--- config.mk ---
export PLATFORM = sky130hd
export DESIGN_NAME = data_buffer_peripheral_access
export DESIGN_NICKNAME = d
export VERILOG_FILES = /design/src/xfer_buffer_pkg.sv /design/src/ctl_nibble_mem.sv /design/src/pulse_width_gen.sv /design/src/data_buffer_peripheral_access.sv
export SDC_FILE = /design/constraint.sdc
export NUM_CORES = 1
export LEC_CHECK = 0
export ABC_AREA = 1
export ABC_CLOCK_PERIOD_IN_PS = 2100
export BUFFER_PORTS_ARGS = -buffer_cell sky130_fd_sc_hd__buf_4
export CORE_MARGIN = 5
export CORE_UTILIZATION = 59
export CTS_CLUSTER_SIZE = 8
export DETAILED_ROUTE_END_ITERATION = 12
export PLACE_DENSITY = 0.9
export SETUP_SLACK_MARGIN = 0.3
export SLEW_MARGIN = 20
export SYNTH_ARGS = -nofsm -noshare
export SYNTH_HDL_FRONTEND = slang
export SYNTH_SLANG_ARGS = --single-unit
export TNS_END_PERCENT = 5
--- constraint.sdc ---
create_clock -name core_clk -period 2.1 [get_ports core_clk]
set_input_delay 0.105 -clock core_clk [delete_from_list [all_inputs] [get_ports core_clk]]
set_output_delay 0.105 -clock core_clk [all_outputs]
set_load 0.01 [all_outputs]
--- src/xfer_buffer_pkg.sv ---
// Purpose: Shared constants and types for the transfer buffer block
// Assumes: 4-bit data memory nibbles, 16-bit program memory words
// Notes: Reset values of peripheral registers are plain zeros
package xfer_buffer_pkg;

   // ********************************************************
   // Widths
   // ********************************************************
   localparam int BUF_WIDTH = 16;
   localparam int NIBBLE_WIDTH = 4;
   localparam int NIBBLE_COUNT = 4;
   localparam int COMPARE_USED_BITS = 6;
   localparam int TABLE_ADDR_BITS = 13;
   localparam int TABLE_ADDR_BITS_SMALL = 8;
   localparam int CTL_DEPTH = 64;
   localparam int CTL_ADDR_BITS = 6;

   // ********************************************************
   // Data memory location of the transfer buffer
   // ********************************************************
   localparam logic [1:0] BUF_BANK = 2'h0;
   localparam logic [6:0] BUF_ADDR_HIGH = 7'h0c;
   localparam logic [6:0] BUF_ADDR_LOW = 7'h0f;

   // ********************************************************
   // Peripheral addresses
   // ********************************************************
   localparam logic [6:0] PADDR_COMPARE = 7'h02;
   localparam logic [6:0] PADDR_SERIAL = 7'h03;
   localparam logic [6:0] PADDR_PWM0 = 7'h05;
   localparam logic [6:0] PADDR_PWM1 = 7'h06;
   localparam logic [6:0] PADDR_TABLE_ADDR = 7'h40;
   localparam logic [6:0] PADDR_SYNTH = 7'h41;
   localparam logic [6:0] PADDR_KEY_SCAN = 7'h42;
   localparam logic [6:0] PADDR_FREQ = 7'h43;

   // ********************************************************
   // Reset values and read-back of undefined data
   // ********************************************************
   localparam logic [15:0] RESET_WORD = 16'h0000;
   localparam logic [7:0] RESET_BYTE = 8'h00;
   localparam logic [15:0] UNDEF_WORD = 16'h0000;
   localparam logic [7:0] UNDEF_BYTE = 8'h00;
   localparam logic [3:0] UNDEF_NIBBLE = 4'h0;

   // Control register access maps, bit n for address n
   localparam logic [63:0] CTL_READABLE_MASK = 64'h00ff_00ff_00ff_00ff;
   localparam logic [63:0] CTL_WRITABLE_MASK = 64'h0000_ffff_0000_ffff;

   // ********************************************************
   // Pulse-width timing
   // ********************************************************
   localparam longint CLK_HZ = 250000000;
   localparam longint PWM_FREQ_MILLIHZ = 878900;
   localparam int PWM_PHASE_STEPS = 1024;
   localparam int PWM_STEP_CYCLES = int'((CLK_HZ * 1000) / (PWM_FREQ_MILLIHZ * PWM_PHASE_STEPS));

   typedef enum logic {TR_IDLE, TR_WAIT} table_state_e;

endpackage

--- src/ctl_nibble_mem.sv ---
// Purpose: Control register storage, one nibble per address
// Assumes: One write and one read port on the same clock
// Notes: Read data comes out of a register one cycle after the request
`timescale 1ns/100ps
module ctl_nibble_mem #(
   parameter int DEPTH = 64,
   parameter int ADDR_BITS = 6,
   parameter int WIDTH = 4
) (
   input wire logic core_clk,
   input wire logic wr_en,
   input wire logic [ADDR_BITS-1:0] wr_addr,
   input wire logic [WIDTH-1:0] wr_data,
   input wire logic rd_en,
   input wire logic [ADDR_BITS-1:0] rd_addr,
   output logic [WIDTH-1:0] rd_data
);

   logic [WIDTH-1:0] store_reg [DEPTH];

   if (DEPTH > (1 << ADDR_BITS)) begin : g_chk
      $error("ctl_nibble_mem: depth exceeds address range");
   end

   // Write port
   always_ff @(posedge core_clk) begin
      if (wr_en) begin
         store_reg[wr_addr] <= wr_data;
      end
   end

   // Registered read port
   always_ff @(posedge core_clk) begin
      if (rd_en) begin
         rd_data <= store_reg[rd_addr];
      end
   end

endmodule

--- src/pulse_width_gen.sv ---
// Purpose: Pulse-width output driven by an 8-bit duty value
// Assumes: Duty value is stable or changes between periods
// Notes: Period is split in 1024 quarter steps; high for 4x+1 of them
`timescale 1ns/100ps
module pulse_width_gen #(
   parameter int STEP_CYCLES = xfer_buffer_pkg::PWM_STEP_CYCLES
) (
   input wire logic core_clk,
   input wire logic reset,
   input wire logic [7:0] duty_value,
   output logic pwm_out
);

   logic [9:0] prescale_reg;
   logic [9:0] phase_reg;
   logic [7:0] duty_shadow_reg;
   logic step_tick;
   logic [9:0] high_steps;

   if (STEP_CYCLES < 1 || STEP_CYCLES > 1023) begin : g_chk
      $error("pulse_width_gen: step count out of range");
   end

   // One tick per quarter step; high time is (x + 0.25)/256 of the period
   assign step_tick = (prescale_reg == 10'(STEP_CYCLES - 1));
   assign high_steps = {duty_shadow_reg, 2'b01};

   // Prescaler, phase and shadow duty taken at period start
   always_ff @(posedge core_clk) begin
      if (reset) begin
         prescale_reg <= 10'h000;
         phase_reg <= 10'h000;
         duty_shadow_reg <= xfer_buffer_pkg::RESET_BYTE;
         pwm_out <= 1'b0;
      end else begin
         prescale_reg <= step_tick ? 10'h000 : prescale_reg + 10'h001;
         if (step_tick) begin
            phase_reg <= phase_reg + 10'h001;
            if (phase_reg == 10'h3ff) begin
               duty_shadow_reg <= duty_value;
            end
         end
         pwm_out <= (phase_reg < high_steps);
      end
   end

endmodule

--- src/data_buffer_peripheral_access.sv ---
// Purpose: Transfer buffer between core, program memory and peripherals
// Assumes: Core issues one instruction request at a time on core_clk
// Notes: Undefined read data is a fixed constant from the package
//
// Contract
// RL1: Write-only control register reads return undefined
// RL2: Writes to read-only control registers ignored
// RL3: Unused control register reads return undefined
// RL4: Writes to unused control addresses ignored
// RL5: Buffer is 16 bits, bank0 0CH-0FH
// RL6: 0CH bit3 is MSB, 0FH bit0 LSB
// RL7: Data memory instructions reach buffer nibbles
// RL8: Table read loads program word into buffer
// RL9: Table read holds one stack level
// RL10: Small variant table read reaches 0000H-00FFH
// RL11: Peripheral load copies register into buffer
// RL12: Peripheral store copies buffer into register
// RL13: Compare value at 02H, 8-bit, 6 used
// RL14: Serial shift at 03H, 8-bit both ways
// RL15: Pulse width 0 at 05H; 06H unreachable
// RL16: Pulse width high fraction (x+0.25)/256
// RL17: Table address at 40H, 13 bits used
// RL18: Synth divide ratio at 41H, 16 bits
// RL19: Key scan output at 42H, 16 bits
// RL20: Frequency count at 43H, read only
// RL21: Small variant table address uses 8 bits
// RL22: Byte transfers use low byte only
`timescale 1ns/100ps
module data_buffer_peripheral_access #(
   parameter bit SMALL_VARIANT = 1'b0,
   parameter int ROM_ADDR_BITS = xfer_buffer_pkg::TABLE_ADDR_BITS,
   parameter logic [63:0] CTL_READABLE = xfer_buffer_pkg::CTL_READABLE_MASK,
   parameter logic [63:0] CTL_WRITABLE = xfer_buffer_pkg::CTL_WRITABLE_MASK
) (
   input wire logic core_clk,
   input wire logic reset,
   input wire logic [1:0] dm_bank,
   input wire logic [6:0] dm_addr,
   input wire logic dm_wr,
   input wire logic [3:0] dm_wdata,
   input wire logic dm_rd,
   output logic dm_hit,
   output logic [3:0] dm_rdata,
   input wire logic [5:0] ctl_addr,
   input wire logic ctl_wr,
   input wire logic [3:0] ctl_wdata,
   input wire logic ctl_rd,
   output logic [3:0] ctl_rdata,
   input wire logic [6:0] per_addr,
   input wire logic per_load,
   input wire logic per_store,
   input wire logic table_read,
   output logic table_busy,
   output logic stack_level_claim,
   output logic rom_rd,
   output logic [12:0] rom_addr,
   input wire logic [15:0] rom_data,
   input wire logic rom_valid,
   output logic [15:0] transfer_buffer,
   output logic [5:0] converter_compare_value,
   output logic [7:0] serial_tx_data,
   output logic serial_tx_load,
   input wire logic [7:0] serial_rx_data,
   output logic [15:0] synth_divide_ratio,
   output logic [15:0] key_scan_output,
   input wire logic [15:0] freq_count_result,
   output logic pwm_out
);

   // ********************************************************
   // Declarations
   // ********************************************************
   localparam int TA_BITS = xfer_buffer_pkg::TABLE_ADDR_BITS;
   localparam int TA_USED = SMALL_VARIANT ? xfer_buffer_pkg::TABLE_ADDR_BITS_SMALL : TA_BITS;
   localparam logic [12:0] TA_MASK = 13'((1 << TA_USED) - 1);

   logic [15:0] transfer_buffer_reg;
   logic [15:0] transfer_buffer_next;
   logic [5:0] compare_reg;
   logic [7:0] serial_tx_reg;
   logic serial_load_reg;
   logic [7:0] pwm0_reg;
   logic [12:0] table_address_reg;
   logic [15:0] synth_reg;
   logic [15:0] key_scan_reg;
   logic [12:0] rom_addr_reg;
   logic [3:0] dm_rdata_reg;
   logic ctl_read_ok_reg;
   xfer_buffer_pkg::table_state_e table_state_reg;
   xfer_buffer_pkg::table_state_e table_state_next;
   logic buf_hit;
   logic [1:0] nibble_index;
   logic [3:0] buf_nibble;
   logic table_accept;
   logic table_done;
   logic get_now;
   logic put_now;
   logic [15:0] per_rdata;
   logic [7:0] low_byte;
   logic ctl_wr_ok;
   logic ctl_rd_ok;
   logic [3:0] ctl_mem_rdata;
   logic [12:0] ta_masked;

   if (ROM_ADDR_BITS != TA_BITS) begin : g_chk
      $error("data_buffer_peripheral_access: program address width must match table address");
   end

   // ********************************************************
   // Data memory side of the buffer
   // ********************************************************
   // RL5: bank 0 decode
   assign buf_hit = (dm_bank == xfer_buffer_pkg::BUF_BANK) &&
                    (dm_addr >= xfer_buffer_pkg::BUF_ADDR_HIGH) &&
                    (dm_addr <= xfer_buffer_pkg::BUF_ADDR_LOW);
   // RL6: 0CH maps to bits 15:12
   assign nibble_index = 2'(xfer_buffer_pkg::BUF_ADDR_LOW - dm_addr);
   assign buf_nibble = transfer_buffer_reg[nibble_index*4 +: 4];
   assign dm_hit = buf_hit;

   // ********************************************************
   // Instruction decode
   // ********************************************************
   assign table_accept = table_read && (table_state_reg == xfer_buffer_pkg::TR_IDLE);
   assign table_done = (table_state_reg == xfer_buffer_pkg::TR_WAIT) && rom_valid;
   assign get_now = per_load && (table_state_reg == xfer_buffer_pkg::TR_IDLE);
   assign put_now = per_store && (table_state_reg == xfer_buffer_pkg::TR_IDLE);
   assign low_byte = transfer_buffer_reg[7:0];
   // RL21: small variant keeps 8 address bits
   assign ta_masked = transfer_buffer_reg[12:0] & TA_MASK;

   // ********************************************************
   // Peripheral read selection
   // ********************************************************
   // RL11: selected register feeds the load
   // RL22: upper byte undefined on byte reads
   // RL15: address 06H falls to undefined
   assign per_rdata =
      (per_addr == xfer_buffer_pkg::PADDR_COMPARE) ? {xfer_buffer_pkg::UNDEF_BYTE, 2'b00, compare_reg} :
      (per_addr == xfer_buffer_pkg::PADDR_SERIAL) ? {xfer_buffer_pkg::UNDEF_BYTE, serial_rx_data} :
      (per_addr == xfer_buffer_pkg::PADDR_PWM0) ? {xfer_buffer_pkg::UNDEF_BYTE, pwm0_reg} :
      (per_addr == xfer_buffer_pkg::PADDR_TABLE_ADDR) ? {3'b000, table_address_reg} :
      (per_addr == xfer_buffer_pkg::PADDR_SYNTH) ? synth_reg :
      (per_addr == xfer_buffer_pkg::PADDR_KEY_SCAN) ? key_scan_reg :
      (per_addr == xfer_buffer_pkg::PADDR_FREQ) ? freq_count_result :
      xfer_buffer_pkg::UNDEF_WORD;

   // ********************************************************
   // Buffer next value, one nibble per generate pass
   // ********************************************************
   for (genvar n = 0; n < xfer_buffer_pkg::NIBBLE_COUNT; n++) begin : g_nibble
      always_comb begin
         // RL8: program word into buffer
         if (table_done) begin
            transfer_buffer_next[n*4 +: 4] = rom_data[n*4 +: 4];
         // RL11: peripheral load
         end else if (get_now) begin
            transfer_buffer_next[n*4 +: 4] = per_rdata[n*4 +: 4];
         // RL7: data memory write reaches nibble
         end else if (dm_wr && buf_hit && (nibble_index == 2'(n))) begin
            transfer_buffer_next[n*4 +: 4] = dm_wdata;
         end else begin
            transfer_buffer_next[n*4 +: 4] = transfer_buffer_reg[n*4 +: 4];
         end
      end
   end

   // Buffer and data memory read register
   always_ff @(posedge core_clk) begin
      if (reset) begin
         transfer_buffer_reg <= xfer_buffer_pkg::RESET_WORD;
         dm_rdata_reg <= 4'h0;
      end else begin
         transfer_buffer_reg <= transfer_buffer_next;
         // RL7: data memory read of nibble
         if (dm_rd && buf_hit) begin
            dm_rdata_reg <= buf_nibble;
         end
      end
   end

   // ********************************************************
   // Peripheral registers written by the store
   // ********************************************************
   // RL12: buffer into selected register
   // RL13: 6 used bits of compare
   // RL14: serial outgoing byte
   // RL17: table address from buffer
   // RL18: all 16 bits of ratio
   // RL19: all 16 bits of key scan
   // RL20: frequency count has no write
   always_ff @(posedge core_clk) begin
      if (reset) begin
         compare_reg <= 6'h00;
         serial_tx_reg <= xfer_buffer_pkg::RESET_BYTE;
         serial_load_reg <= 1'b0;
         pwm0_reg <= xfer_buffer_pkg::RESET_BYTE;
         table_address_reg <= 13'h0000;
         synth_reg <= xfer_buffer_pkg::RESET_WORD;
         key_scan_reg <= xfer_buffer_pkg::RESET_WORD;
      end else begin
         serial_load_reg <= put_now && (per_addr == xfer_buffer_pkg::PADDR_SERIAL);
         if (put_now) begin
            unique case (per_addr)
               xfer_buffer_pkg::PADDR_COMPARE: compare_reg <= low_byte[5:0];
               xfer_buffer_pkg::PADDR_SERIAL: serial_tx_reg <= low_byte;
               xfer_buffer_pkg::PADDR_PWM0: pwm0_reg <= low_byte;
               xfer_buffer_pkg::PADDR_TABLE_ADDR: table_address_reg <= ta_masked;
               xfer_buffer_pkg::PADDR_SYNTH: synth_reg <= transfer_buffer_reg;
               xfer_buffer_pkg::PADDR_KEY_SCAN: key_scan_reg <= transfer_buffer_reg;
               default: ;
            endcase
         end
      end
   end

   // ********************************************************
   // Table read sequence
   // ********************************************************
   // Next state of the fetch
   always_comb begin
      table_state_next = table_state_reg;
      unique case (table_state_reg)
         xfer_buffer_pkg::TR_IDLE: begin
            if (table_read) begin
               table_state_next = xfer_buffer_pkg::TR_WAIT;
            end
         end
         xfer_buffer_pkg::TR_WAIT: begin
            if (rom_valid) begin
               table_state_next = xfer_buffer_pkg::TR_IDLE;
            end
         end
      endcase
   end

   // State and latched program address
   always_ff @(posedge core_clk) begin
      if (reset) begin
         table_state_reg <= xfer_buffer_pkg::TR_IDLE;
         rom_addr_reg <= 13'h0000;
      end else begin
         table_state_reg <= table_state_next;
         // RL10: small variant stays below 0100H
         if (table_accept) begin
            rom_addr_reg <= table_address_reg & TA_MASK;
         end
      end
   end

   // RL9: stack level held during fetch
   assign stack_level_claim = (table_state_reg == xfer_buffer_pkg::TR_WAIT);
   assign table_busy = (table_state_reg == xfer_buffer_pkg::TR_WAIT);
   assign rom_rd = (table_state_reg == xfer_buffer_pkg::TR_WAIT);

   // ********************************************************
   // Control register file
   // ********************************************************
   // RL2: read-only write blocked
   // RL4: unused write blocked
   assign ctl_wr_ok = ctl_wr && CTL_WRITABLE[ctl_addr];
   assign ctl_rd_ok = CTL_READABLE[ctl_addr];

   ctl_nibble_mem #(
      .DEPTH(xfer_buffer_pkg::CTL_DEPTH),
      .ADDR_BITS(xfer_buffer_pkg::CTL_ADDR_BITS),
      .WIDTH(xfer_buffer_pkg::NIBBLE_WIDTH)
   ) u_ctl_mem (
      .core_clk(core_clk),
      .wr_en(ctl_wr_ok),
      .wr_addr(ctl_addr),
      .wr_data(ctl_wdata),
      .rd_en(ctl_rd),
      .rd_addr(ctl_addr),
      .rd_data(ctl_mem_rdata)
   );

   // Remember whether the pending read may show stored data
   always_ff @(posedge core_clk) begin
      if (reset) begin
         ctl_read_ok_reg <= 1'b0;
      end else if (ctl_rd) begin
         ctl_read_ok_reg <= ctl_rd_ok;
      end
   end

   // RL1: write-only reads undefined
   // RL3: unused reads undefined
   assign ctl_rdata = ctl_read_ok_reg ? ctl_mem_rdata : xfer_buffer_pkg::UNDEF_NIBBLE;

   // ********************************************************
   // Pulse-width output
   // ********************************************************
   // RL16: duty (x+0.25)/256
   pulse_width_gen #(
      .STEP_CYCLES(xfer_buffer_pkg::PWM_STEP_CYCLES)
   ) u_pwm0 (
      .core_clk(core_clk),
      .reset(reset),
      .duty_value(pwm0_reg),
      .pwm_out(pwm_out)
   );

   // ********************************************************
   // Outputs
   // ********************************************************
   assign dm_rdata = dm_rdata_reg;
   assign rom_addr = rom_addr_reg;
   assign transfer_buffer = transfer_buffer_reg;
   assign converter_compare_value = compare_reg;
   assign serial_tx_data = serial_tx_reg;
   assign serial_tx_load = serial_load_reg;
   assign synth_divide_ratio = synth_reg;
   assign key_scan_output = key_scan_reg;

endmodule

==> results by group <==
Worst hold path
  • Hold Path Class: input port to flip-flop
  • HP Start: dm_wdata[1]

STA
  • Tcrit/Tclk final: 88.9%
  • Final hold violations: 0
  • Final setup violation count: 0
  • Period minus WS final: 1.87 ns
  • Setup TNS: 0 ns
  • Final clock skew: 0.0269 ns
  • Slew Viols, Final: 0
  • Max_slew headroom: 46.7%
  • RSZ-0062 raised after global routing: true
  • Worst slew pin tran: 0.793 ns
  • Hold WS: 0.0318 ns
  • Peak Freq: 535 MHz

Layout
  • Nets: 2100
  • Final non-filler cell total: 2415
  • Max reg flops: 256
  • Area Growth Syn to Fin: 25.7%
  • Fraction of layout instances using a drive strength above 1: 15.9%

Die
  • Starting Density: 60.1%
  • Core area: 0.0271 mm2
  • Chip Width: 176 um
  • Io pins: 169
  • FP Rows: 60
  • Die Ht: 176 um
  • Die Area: 0.0310 mm2

Critical path
  • Critical Path AT: 2.06 ns
  • Crit-path max FO: 8
  • CP startpoint kind: input port
  • Crit-path cells: dlygate4sd3_1, buf_4, nor3_1, inv_1, nor3_1
  • CP delay by family, top: simple AND/OR/NAND/NOR gates
  • Worst Setup Path Type: input port to flip-flop
  • Most used cell, CP: nor3_1
  • CP Buf/Inv Count: 3
  • Critical Path End Type: flip-flop
  • Critical R2R Launch: rom_rd
  • Critical Path Max Stage Delay: 0.61 ns
  • Crit path launch: ctl_addr[3]
  • Reg-to-reg setup timing slack: 0.31 ns
  • Worst EP required: 2.29 ns
  • Slowest CP cell: nor3_1

Placed design
  • Final GP Congestion: 0.974
  • HPWL after DPL: 32400 um
  • Dpl cells: 2299
  • Port bufs: 168

CTS
  • TritonCTS clock tree: built
  • Depth of the CTS H-tree: 2
  • Bufs on Longest Clock Path: 3
  • Clock root cell: clkbuf_16
  • Clk_lat worst skew: 0.57 ns
  • CTS Buf Count: 54
  • Clock sinks: 392
  • Worst-path clk slew: 0.05 ns

Global routing
  • First-pass GRT wire length: 77600 um
  • Global-route usage over all layers: 32.0%
  • Antenna violations before repair: 2
  • Pin count of the biggest net entering global routing: 74
  • Number of global-route vias before repair: 14100
  • Grt total ovfl: 0

Synthesis
  • Area contributors post-synth: edfxtp_1 (48%), dfxtp_1 (16%), nand2_1 (7.9%)
  • Largest family of logic cells by synthesized area: simple AND/OR/NAND/NOR gates
  • Simple logic cell fraction of the synthesized area: 17.4%
  • Post-Syn Area: 0.0163 mm2
  • Post-synth top flop: edfxtp_1
  • Post-synth cell types: 39
  • Mapped Cells: 1640
  • Synth Register Bits: 392
  • Largest area contributor in the netlist: edfxtp_1
  • Yosys synthesis warning count: 0
  • Adder-Cell Fraction of Synth Area: 0.921%
  • Syn avg cell area: 9.94 um2
  • Sequential area share after synthesis: 64.1%
  • Compound-cell area share of the yosys netlist: 11.7%
  • Mux share of post-synthesis cell area: 0%
  • Asr flop ratio synth: 0%
  • Number of synthesized flops with an enable pin: 260
  • Post-synthesis xor/xnor area fraction: 0.108%
  • Post-synth top area share: 47.9%

Routing
  • Drt wl/cell: 21.1 um
  • 1st-pass router iterations: 6
  • DR iter-0 viols: 1990
  • DR vias/cell: 5.89
  • # DRC: 0
  • Final WL: 50900 um
  • DRT antenna net count: 0
  • Via Count: 14200

Pwr
  • Power Total: 0.0179 W
  • VDD IR max: 0.775 mV
  • Power Density: 873 mW/mm2
  • Lkg Pwr: 8.18 nW

Status
  • Status: finished, final reports clean

Flow run
  • # Max-Cap Violations: 0
## cell families (layout without fill, tap and decap cells)
kind of cell               after synthesis  in the layout
adders and majority gates               12             12
buffers and inverters                  231            506
and+or+nand+nor                        659            659
DFF                                    392            392
xor gates and xnor gates                 2              2
other                                    1            129
AOI/OAI and AO/OA                      343            343
## final timing paths
kind,to,depth (start not counted)
setup / recovery,u_ctl_mem.store_reg[33][0],5
hold / removal,transfer_buffer[9],5
setup reg to reg,transfer_buffer[14],7
hold reg to reg,u_pwm0.duty_shadow_reg[3],2
## layout by cell type (no fill, tap or decap), types with 2 or more instances in the layout
cell and n:
nand2_1 342, edfxtp_1 260, buf_4 223, inv_1 156, a21oi_1 147, nor2_1 141
dfxtp_1 132, conb_1 128, o21ai_0 119, nand3_1 61, clkbuf_16 54, nand4_1 41
clkbuf_1 34, nor3_1 30, a22oi_1 28, dlygate4sd3_1 23, o2111ai_1 20, or2_2 15
ha_1 12, o22ai_1 9, inv_2 7, o21ai_1 7, nor4_1 6, nand3_2 5
o211ai_1 5, buf_12 5, nand2_2 4, nor3b_1 4, o31ai_1 4, nor2_2 3
nor3_2 2, nor2_4 2, xnor2_1 2
## final cells by class
| type | count | area (um2) |
|---|---|---|
| sequential | 392 | 10500 |
| fill | 1663 | 6630 |
| multi-input combinational | 1144 | 5410 |
| timing repair buffer | 251 | 2000 |
| clock buffer | 88 | 1480 |
| inverter | 165 | 623 |
| tap | 372 | 465 |
| clock inverter | 2 | 36.3 |
| antenna | 1 | 2.50 |
## metal layers
layer  up-vias  track usage, %  share of wire (%)  routed length [um]
met3       278            7.15                 12                5960
li1       6277               -                  -                   -
met2      1110            53.6                 48               24400
met1      6561            38.2                 34               17000
met4         2            18.9                6.8                3450
met5         -               0              0.039                  20
## report_power, final
part / internal [W] / leakage (nW) / total (W) / switching [W]
sequential: 0.00855 / 3.52 / 0.00876 / 0.000209
combinational: 0.000434 / 3.94 / 0.00123 / 0.000797
clock: 0.00475 / 0.722 / 0.00789 / 0.00315
## repair_timing
action | 4_1_cts | 5_1_grt
endpoints found under the setup margin | 1 | 33
cloned | 0 | 0
setup buffers | 0 | 2
pin swaps | 0 | 0
hold buffers | 23 | 0
endpoints found under the hold margin | 28 | 0
resized for setup | 1 | 4
## Yosys cell counts (2+ instances only)
library cell and count:
nand2_1 344, edfxtp_1 260, inv_1 159, a21oi_1 147, nor2_1 141, dfxtp_1 132
o21ai_0 119, nand3_1 62, nand4_1 41, nor3_1 32, buf_2 29, a22oi_1 28
clkbuf_1 28, o2111ai_1 20, or2_2 15, ha_1 12, o22ai_1 9, buf_4 8
o21ai_1 7, nor4_1 6, inv_2 5, o211ai_1 5, nand3_2 4, nor3b_1 4
o31ai_1 4, nor2_2 3, nand2_2 2, nor2_4 2, xnor2_1 2
## per-stage QoR
stage	util [%]	setup WS [ns]	cell area (um2)
floorplan	-	0.542	16800
global placement	69.0	0.228	18700
detailed placement	69.0	0.0921	18700
CTS	75.5	0.370	20400
global route	75.5	0.192	20500
finish	75.5	0.232	20500
## worst reg2reg max path, delay by kind of cell, from the launching register on
family                 cells  cell delay, ns
AOI/OAI and AO/OA          2            0.30
DFF                        1            0.43
and+or+nand+nor            3            0.68
buffers and inverters      2            0.25
Note: power is estimated with default switching activity, not from simulation.
